<file path="src/design/bsc_consts.svh">
// Purpose: named constants for the boundary-scan test port
// Assumes: included by its bare name wherever a constant is needed
// Notes: definitions only
`ifndef BSC_CONSTS_SVH
`define BSC_CONSTS_SVH

`define BSC_CELLS 268
`define BSC_IR_W 4
`define BSC_ID_W 32
`define BSC_IR_PIN_TEST 4'h0
`define BSC_IR_SAMPLE 4'h1
`define BSC_IR_READ_ID 4'h2
`define BSC_IR_HIGHZ 4'h3
`define BSC_IR_BYPASS 4'hF
`define BSC_IR_CAPTURE 4'h1
`define BSC_ID_MARK 1'b1
// arbitrary neutral identity values
`define BSC_ID_REV 4'h1
`define BSC_ID_DEV 16'h5A5A
`define BSC_ID_VEN 11'h2A5
// cell layout: data pins as out/ctl/in triples, tx pins as out/ctl pairs
`define BSC_TRI_FIRST 26
`define BSC_TRI_LAST 75
`define BSC_PAIR_GROUPS {9'd84, 9'd116, 9'd132, 9'd164, 9'd180, 9'd212, 9'd228, 9'd260}

`endif

</file>
<file path="src/design/bsc_pkg.sv">
// Purpose: types and shared decoding for the boundary-scan test port
// Assumes: bsc_consts.svh supplies the numeric constants
// Notes: the cell-kind function is used by the top only, not by the chain
`include "bsc_consts.svh"

package bsc_pkg;

  typedef enum logic [3:0] {
    TEST_LOGIC_RESET, RUN_TEST_IDLE, SELECT_DR, CAPTURE_DR, SHIFT_DR, EXIT1_DR, PAUSE_DR, EXIT2_DR,
    UPDATE_DR, SELECT_IR, CAPTURE_IR, SHIFT_IR, EXIT1_IR, PAUSE_IR, EXIT2_IR, UPDATE_IR
  } bsc_tap_state_t;

  typedef enum logic [1:0] {
    CELL_IN, CELL_OUT, CELL_CTL
  } bsc_cell_kind_t;

  // kind of boundary cell i; output cells are followed by their control cell
  function automatic bsc_cell_kind_t bsc_cell_kind(input int i);
    logic [71:0] groups;
    int lo;
    int hi;
    bsc_cell_kind_t k;
    groups = `BSC_PAIR_GROUPS;
    k = CELL_IN;
    if (i >= `BSC_TRI_FIRST && i <= `BSC_TRI_LAST) begin
      if ((i - `BSC_TRI_FIRST) % 3 == 0) begin
        k = CELL_OUT;
      end else if ((i - `BSC_TRI_FIRST) % 3 == 1) begin
        k = CELL_CTL;
      end
    end
    // odd-numbered groups of the list (84..115, 132..163, ...) are tx pairs
    for (int g = 0; g < 8; g += 2) begin
      hi = int'(groups[(71 - 9 * g) -: 9]);
      lo = int'(groups[(71 - 9 * (g + 1)) -: 9]);
      if (i >= hi && i < lo) begin
        k = ((i - hi) % 2 == 0) ? CELL_OUT : CELL_CTL;
      end
    end
    return k;
  endfunction : bsc_cell_kind

endpackage : bsc_pkg

</file>
<file path="src/design/bsc_cell_chain.sv">
// Purpose: boundary cell chain with capture, shift and update stages
// Assumes: enables are one-cycle pulses taken at test clock rising edges
// Notes: cell 0 is nearest the serial output
`timescale 1ns/1ps
`include "bsc_consts.svh"

module bsc_cell_chain (
  input wire logic mclk_in,
  input wire logic rst_in,
  input wire logic test_rst_in,
  input wire logic capture_in,
  input wire logic shift_in,
  input wire logic update_in,
  input wire logic serial_in,
  input wire logic [`BSC_CELLS-1:0] parallel_in,
  output logic serial_out,
  output logic [`BSC_CELLS-1:0] update_out
);
  import bsc_pkg::*;

  logic [`BSC_CELLS-1:0] shift_r;
  logic [`BSC_CELLS-1:0] update_r;

  always_ff @(posedge mclk_in or posedge rst_in) begin
    if (rst_in) begin
      shift_r <= '0;
    end else if (capture_in) begin
      shift_r <= parallel_in;
    end else if (shift_in) begin
      shift_r <= {serial_in, shift_r[`BSC_CELLS-1:1]};
    end
  end

  // update stage keeps the last loaded value and clears on test reset; the shift stage does not
  always_ff @(posedge mclk_in or posedge rst_in) begin
    if (rst_in) begin
      update_r <= '0;
    end else if (test_rst_in) begin
      update_r <= '0;
    end else if (update_in) begin
      update_r <= shift_r;
    end
  end

  assign serial_out = shift_r[0];
  assign update_out = update_r;

endmodule : bsc_cell_chain

</file>
<file path="src/design/bsc_test_port.sv">
// Purpose: boundary-scan test access port sampled by the system clock
// Assumes: test clock is far slower than mclk_in (about 8 samples a period)
// Notes: pins pass a two-stage synchroniser; pad outputs lag the core by one cycle
`timescale 1ns/1ps
`include "bsc_consts.svh"

module bsc_test_port (
  input wire logic mclk_in,
  input wire logic rst_in,
  input wire logic tck_in,
  input wire logic tms_in,
  input wire logic tms_drv_in,
  input wire logic tdi_in,
  input wire logic tdi_drv_in,
  input wire logic trst_n_in,
  input wire logic trst_drv_in,
  input wire logic [`BSC_CELLS-1:0] pad_in_in,
  input wire logic [`BSC_CELLS-1:0] core_out_in,
  input wire logic [`BSC_CELLS-1:0] core_oe_in,
  output logic tdo_out,
  output logic tdo_oe_out,
  output logic [`BSC_CELLS-1:0] pad_out_out,
  output logic [`BSC_CELLS-1:0] pad_oe_out,
  output bsc_pkg::bsc_tap_state_t tap_state_out,
  output logic [`BSC_IR_W-1:0] ir_out
);
  import bsc_pkg::*;

  localparam int SW = 7;

  logic [SW-1:0] sync1_r;
  logic [SW-1:0] sync2_r;
  logic tck_prev_r;
  logic [`BSC_CELLS-1:0] pad_sync1_r;
  logic [`BSC_CELLS-1:0] pad_sync2_r;
  logic tck_s;
  logic tms_s;
  logic tdi_s;
  logic trst_s;
  logic tck_rise;
  logic tck_fall;
  bsc_tap_state_t state_r;
  bsc_tap_state_t state_nxt;
  logic [`BSC_IR_W-1:0] ir_shift_r;
  logic [`BSC_IR_W-1:0] ir_r;
  logic bypass_r;
  logic [`BSC_ID_W-1:0] id_r;
  logic chain_so;
  logic [`BSC_CELLS-1:0] cell_upd;
  logic [`BSC_CELLS-1:0] cell_cap;
  logic sel_chain;
  logic sel_id;
  logic pin_test;
  logic highz;
  logic serial_sel;
  logic tdo_r;
  logic tdo_oe_r;
  logic [`BSC_CELLS-1:0] pad_out_r;
  logic [`BSC_CELLS-1:0] pad_oe_r;

  // sync1 feeds sync2 only; pull-ups are applied after the second stage
  always_ff @(posedge mclk_in or posedge rst_in) begin
    if (rst_in) begin
      // idle pulled-up levels, so no false test clock edge follows reset
      sync1_r <= '1;
      sync2_r <= '1;
      tck_prev_r <= 1'b1;
    end else begin
      sync1_r <= {tck_in, tms_in, tms_drv_in, tdi_in, tdi_drv_in, trst_n_in, trst_drv_in};
      sync2_r <= sync1_r;
      tck_prev_r <= sync2_r[6];
    end
  end

  assign tck_s = sync2_r[6];
  assign tms_s = sync2_r[4] ? sync2_r[5] : 1'b1;
  assign tdi_s = sync2_r[2] ? sync2_r[3] : 1'b1;
  assign trst_s = sync2_r[0] ? sync2_r[1] : 1'b1;
  assign tck_rise = tck_s & ~tck_prev_r;
  assign tck_fall = ~tck_s & tck_prev_r;

  // pin levels for input cells come from outside the clock domain
  always_ff @(posedge mclk_in or posedge rst_in) begin
    if (rst_in) begin
      pad_sync1_r <= '0;
      pad_sync2_r <= '0;
    end else begin
      pad_sync1_r <= pad_in_in;
      pad_sync2_r <= pad_sync1_r;
    end
  end

  function automatic bsc_tap_state_t tap_next(input bsc_tap_state_t s, input logic m);
    bsc_tap_state_t n;
    n = s;
    unique case (s)
      TEST_LOGIC_RESET: n = m ? TEST_LOGIC_RESET : RUN_TEST_IDLE;
      RUN_TEST_IDLE: n = m ? SELECT_DR : RUN_TEST_IDLE;
      SELECT_DR: n = m ? SELECT_IR : CAPTURE_DR;
      CAPTURE_DR: n = m ? EXIT1_DR : SHIFT_DR;
      SHIFT_DR: n = m ? EXIT1_DR : SHIFT_DR;
      EXIT1_DR: n = m ? UPDATE_DR : PAUSE_DR;
      PAUSE_DR: n = m ? EXIT2_DR : PAUSE_DR;
      EXIT2_DR: n = m ? UPDATE_DR : SHIFT_DR;
      UPDATE_DR: n = m ? SELECT_DR : RUN_TEST_IDLE;
      SELECT_IR: n = m ? TEST_LOGIC_RESET : CAPTURE_IR;
      CAPTURE_IR: n = m ? EXIT1_IR : SHIFT_IR;
      SHIFT_IR: n = m ? EXIT1_IR : SHIFT_IR;
      EXIT1_IR: n = m ? UPDATE_IR : PAUSE_IR;
      PAUSE_IR: n = m ? EXIT2_IR : PAUSE_IR;
      EXIT2_IR: n = m ? UPDATE_IR : SHIFT_IR;
      UPDATE_IR: n = m ? SELECT_DR : RUN_TEST_IDLE;
    endcase
    return n;
  endfunction : tap_next

  assign state_nxt = tap_next(state_r, tms_s);

  always_ff @(posedge mclk_in or posedge rst_in) begin
    if (rst_in) begin
      state_r <= TEST_LOGIC_RESET;
    end else if (!trst_s) begin
      state_r <= TEST_LOGIC_RESET;
    end else if (tck_rise) begin
      state_r <= state_nxt;
    end
  end

  // instruction path; reset selects the identity register as usual
  always_ff @(posedge mclk_in or posedge rst_in) begin
    if (rst_in) begin
      ir_shift_r <= `BSC_IR_CAPTURE;
      ir_r <= `BSC_IR_READ_ID;
    end else if (!trst_s || state_r == TEST_LOGIC_RESET) begin
      ir_shift_r <= `BSC_IR_CAPTURE;
      ir_r <= `BSC_IR_READ_ID;
    end else if (tck_rise) begin
      if (state_r == CAPTURE_IR) begin
        ir_shift_r <= `BSC_IR_CAPTURE;
      end else if (state_r == SHIFT_IR) begin
        ir_shift_r <= {tdi_s, ir_shift_r[`BSC_IR_W-1:1]};
      end else if (state_r == UPDATE_IR) begin
        ir_r <= ir_shift_r;
      end
    end
  end

  // reserved codes fall through to the bypass path
  assign pin_test = (ir_r == `BSC_IR_PIN_TEST);
  assign sel_chain = pin_test || (ir_r == `BSC_IR_SAMPLE);
  assign sel_id = (ir_r == `BSC_IR_READ_ID);
  assign highz = (ir_r == `BSC_IR_HIGHZ);

  always_ff @(posedge mclk_in or posedge rst_in) begin
    if (rst_in) begin
      bypass_r <= 1'b0;
      id_r <= '0;
    end else if (!trst_s) begin
      bypass_r <= 1'b0;
      id_r <= '0;
    end else if (tck_rise) begin
      if (state_r == CAPTURE_DR) begin
        bypass_r <= 1'b0;
        id_r <= {`BSC_ID_REV, `BSC_ID_DEV, `BSC_ID_VEN, `BSC_ID_MARK};
      end else if (state_r == SHIFT_DR) begin
        bypass_r <= tdi_s;
        if (sel_id) begin
          id_r <= {tdi_s, id_r[`BSC_ID_W-1:1]};
        end
      end
    end
  end

  // capture pin levels for input cells, driven values for output and control cells
  always_comb begin
    cell_cap = pad_sync2_r;
    for (int i = 0; i < `BSC_CELLS; i++) begin
      if (bsc_cell_kind(i) == CELL_OUT) begin
        cell_cap[i] = pad_out_r[i];
      end else if (bsc_cell_kind(i) == CELL_CTL) begin
        cell_cap[i] = pad_oe_r[i - 1];
      end
    end
  end

  bsc_cell_chain u_chain (
    .mclk_in(mclk_in),
    .rst_in(rst_in),
    .test_rst_in(!trst_s || state_r == TEST_LOGIC_RESET),
    .capture_in(tck_rise && sel_chain && state_r == CAPTURE_DR),
    .shift_in(tck_rise && sel_chain && state_r == SHIFT_DR),
    .update_in(tck_rise && sel_chain && state_r == UPDATE_DR),
    .serial_in(tdi_s),
    .parallel_in(cell_cap),
    .serial_out(chain_so),
    .update_out(cell_upd)
  );

  always_comb begin
    if (state_r == SHIFT_IR) begin
      serial_sel = ir_shift_r[0];
    end else if (sel_chain) begin
      serial_sel = chain_so;
    end else if (sel_id) begin
      serial_sel = id_r[0];
    end else begin
      serial_sel = bypass_r;
    end
  end

  always_ff @(posedge mclk_in or posedge rst_in) begin
    if (rst_in) begin
      tdo_r <= 1'b0;
      tdo_oe_r <= 1'b0;
    end else if (!trst_s) begin
      tdo_r <= 1'b0;
      tdo_oe_r <= 1'b0;
    end else if (tck_fall) begin
      tdo_r <= serial_sel;
      tdo_oe_r <= (state_r == SHIFT_IR) || (state_r == SHIFT_DR);
    end
  end

  // core values pass unless pin test is current; high-z also forces the output enables off
  always_ff @(posedge mclk_in or posedge rst_in) begin
    if (rst_in) begin
      pad_out_r <= '0;
      pad_oe_r <= '0;
    end else begin
      for (int i = 0; i < `BSC_CELLS; i++) begin
        if (bsc_cell_kind(i) == CELL_OUT) begin
          pad_out_r[i] <= pin_test ? cell_upd[i] : core_out_in[i];
          if (highz) begin
            pad_oe_r[i] <= 1'b0;
          end else begin
            pad_oe_r[i] <= pin_test ? cell_upd[i + 1] : core_oe_in[i];
          end
        end else begin
          pad_out_r[i] <= 1'b0;
          pad_oe_r[i] <= 1'b0;
        end
      end
    end
  end

  assign tdo_out = tdo_r;
  assign tdo_oe_out = tdo_oe_r;
  assign pad_out_out = pad_out_r;
  assign pad_oe_out = pad_oe_r;
  assign tap_state_out = state_r;
  assign ir_out = ir_r;

endmodule : bsc_test_port

</file>
<file path="config.mk">
export PLATFORM = sky130hd
export DESIGN_NAME = bsc_test_port
export DESIGN_NICKNAME = d
export VERILOG_FILES = /design/src/design/bsc_pkg.sv /design/src/design/bsc_cell_chain.sv /design/src/design/bsc_test_port.sv
export VERILOG_INCLUDE_DIRS = /design/src /design/src/design
export SDC_FILE = /design/constraint.sdc
export NUM_CORES = 2
export LEC_CHECK = 0
export BUFFER_PORTS_ARGS = -buffer_cell sky130_fd_sc_hd__buf_2
export CAP_MARGIN = 20
export CORE_AREA = 8 8 520 522
export DETAILED_ROUTE_END_ITERATION = 12
export DIE_AREA = 0 0 528 530
export GPL_ROUTABILITY_DRIVEN = 0
export MAX_ROUTING_LAYER = met4
export SYNTH_ARGS = -nofsm -noshare
export SYNTH_HDL_FRONTEND = slang
export SYNTH_HIERARCHICAL = 1
export SYNTH_SLANG_ARGS = --single-unit
</file>
<file path="constraint.sdc">
create_clock -name mclk_in -period 58.8 [get_ports mclk_in]
set_clock_uncertainty 0.15 [all_clocks]
set_input_delay 14.7 -clock mclk_in [delete_from_list [all_inputs] [get_ports mclk_in]]
set_output_delay 14.7 -clock mclk_in [all_outputs]
set_load 0.02 [all_outputs]
</file>
==> impl_metrics.env <==
export IMPL_dp_cells=7020
export IMPL_vias_per_cell=3.19
export IMPL_cp_arrival_ns=17.97
export IMPL_most_common_cell_after_layout_fill_and_taps_aside="dfrtp_1"
export IMPL_final_hold_viol_count=0
export IMPL_path_max_fanout=88
export IMPL_drt_drc_violations_left=0
export IMPL_layout_worst_path_cycle_share_pct=29.8
export IMPL_tritoncts_num_sinks=866
export IMPL_r2r_cells=9
export IMPL_design_portCount=1359
export IMPL_grt_pass1_vias=24169
export IMPL_cts_buffer_depth=3
export IMPL_synthesis_area_um2=36300
export IMPL_proportion_of_power_drawn_by_the_clock_network_pct=46.2
export IMPL_cts_hold_buffers_added=0
export IMPL_cts_max_level=3
export IMPL_drt_initial_drc_count=1440
export IMPL_power_share_switching_pct=25.8
export IMPL_cell_internal_pwr_mw=0.977
export IMPL_postCtsSetupBuffers=0
export IMPL_cts_buffers_inserted=90
export IMPL_track_usage_pct=8.04
export IMPL_pd_cells_nw_per_um2=30.2
export IMPL_hold_path_cell_count=0
export IMPL_post_synth_inst_count=3229
export IMPL_layout_cells_most_common_list="dfrtp_1, nand2_1, buf_2"
export IMPL_route_final_wire_length_mm=116
export IMPL_design_final_nets=4411
export IMPL_yosysWarnings=6
export IMPL_num_rows=188
export IMPL_static_leakage_power_nw=18.5
export IMPL_timing_max_transition_violations_final=0
export IMPL_clock_insertion_delay_worst_skew_ns=0.71
export IMPL_p_sw_mw=0.339
export IMPL_seq_power_share_pct=47.0
export IMPL_unrepaired_setup_endpoints_after_global_routing="no"
export IMPL_stdcell_area_um2=43600
export IMPL_setup_viol=0
export IMPL_required_ns=59.27
export IMPL_die_height_um=530
export IMPL_timing_critical_path_from_type="input port"
export IMPL_initial_antenna_violation_count=31
export IMPL_path_class="input port to asynchronous set/reset pin"
export IMPL_post_route_min_period_ns=17.50
export IMPL_worst_slew_margin_rel_pct=26.4
export IMPL_setup_ws_ns=41.30
export IMPL_post_layout_nonfiller_instances=7189
export IMPL_fmax_ghz=0.0571
export IMPL_clk_root_buffer_cell="clkbuf_16"
export IMPL_place_worst_setup_slack_ns=40.42
export IMPL_post_layout_total_power_mw=1.32
export IMPL_synthesized_area_per_cell_um2=11.2
export IMPL_tns_ns=0
export IMPL_grt_overflow_total=0
export IMPL_critical_path_max_stage_delay_ns=0.85
export IMPL_timing_critical_path_slowest_stage_cell="buf_4"
export IMPL_vias=22953
export IMPL_reg2reg_slack_ns=52.69
export IMPL_avgRoutedWirePerCell_um=16.1
export IMPL_post_cts_resized=0
export IMPL_outcome="completed"
export IMPL_ir_worst_vdd_v=0.0000253
export IMPL_firstDrtPassIters=5
export IMPL_ant_nets=0
export IMPL_clk_pin_slew_ns=0.06
export IMPL_post_route_cells_drive_above_1_share_pct=18.2
export IMPL_timing_max_cap_violations=0
export IMPL_worstHoldPathType="register to register"
export IMPL_core_um2=262000
export IMPL_power_share_combinational_pct=6.8
export IMPL_crit_chain="buf_2 -> inv_8 -> buf_4 -> buf_4 -> buf_4"
export IMPL_worstMarginPinSlew_ns=1.10
export IMPL_io_buffer_count=448
export IMPL_initial_utilization_pct=13.9
export IMPL_grt_pass1_wl_mm=165
export IMPL_timing_hold_ws_ns=0.180
export IMPL_final_core_utilization_pct=16.7
export IMPL_critical_path_endpoint_type="asynchronous set/reset pin"
export IMPL_detailedPlacementHpwl_mm=83.0
export IMPL_critical_path_top_cell_by_count="buf_4"
export IMPL_largest_net_degree_at_the_start_of_global_routing=152
export IMPL_flow_area_growth_from_synthesis_pct=20.1
export IMPL_die_area_um2=280000
export IMPL_cts_tree="done"
export IMPL_place_area_um2=40400
export IMPL_dieWidth_um=528
[area by class of cell]
cell class                      instances  area, um^2
Fill cell                           29147      218000
Sequential cell                       866       21700
Multi-Input combinational cell       2151       11700
Tap cell                             3515        4400
Clock buffer                          124        2560
Timing Repair Buffer                  484        2560
Clock inverter                         39         607
Inverter                                5        33.8
Antenna cell                            5        12.5
[path summary, 6_finish.rpt]
| kind | end | start |
|---|---|---|
| worst max-delay path | u_chain/update_out[137] | rst_in |
| worst min-delay path | pad_sync2_r[118] | pad_sync1_r[118] |
| worst max register to register | u_chain/shift_r[128] | sync2_r[6] |
| worst min register to register | pad_sync2_r[118] | pad_sync1_r[118] |
| max in group mclk_in | tap_state_out[1] | tap_state_out[1] |
| min in group asynchronous | u_chain/shift_r[18] | rst_in |
[critical path, delay by kind of cell]
kind,cells,cell delay (ns)
buf+inv,5,2.95
[routing by layer]
metal	vias to the layer above	GRT usage, %	wire length, um
met1	11301	9.69	48100
li1	10618	-	-
met2	835	12.2	52200
met4	0	2.68	3790
met3	199	3.29	11600
met5	-	-	0
[state kept, by name, indices dropped and copies added (netlist names)]
name / count
tap_state_out: 4
pad_out_out: 81
sync1_r: 7
pad_oe_out: 81
pad_sync2_r: 106
tdo_out: 1
id_r: 32
bypass_r: 1
u_chain/update_out: 162
pad_sync1_r: 106
tdo_oe_out: 1
ir_out: 4
tck_prev_r: 1
u_chain/shift_r: 268
ir_shift_r: 4
sync2_r: 7
[power by group through the flow]
stage | sequential, mW | clock [mW] | combinational, mW
global placement | 0.630 | 0 | 0.0904
detailed placement | 0.630 | 0 | 0.0909
finish | 0.619 | 0.608 | 0.0892
global route | 0.620 | 0.654 | 0.0987
CTS | 0.619 | 0.633 | 0.0911
floorplan | 0.635 | 0 | 0.0661
No activity file was read; power rests on OpenSTA's default activity.
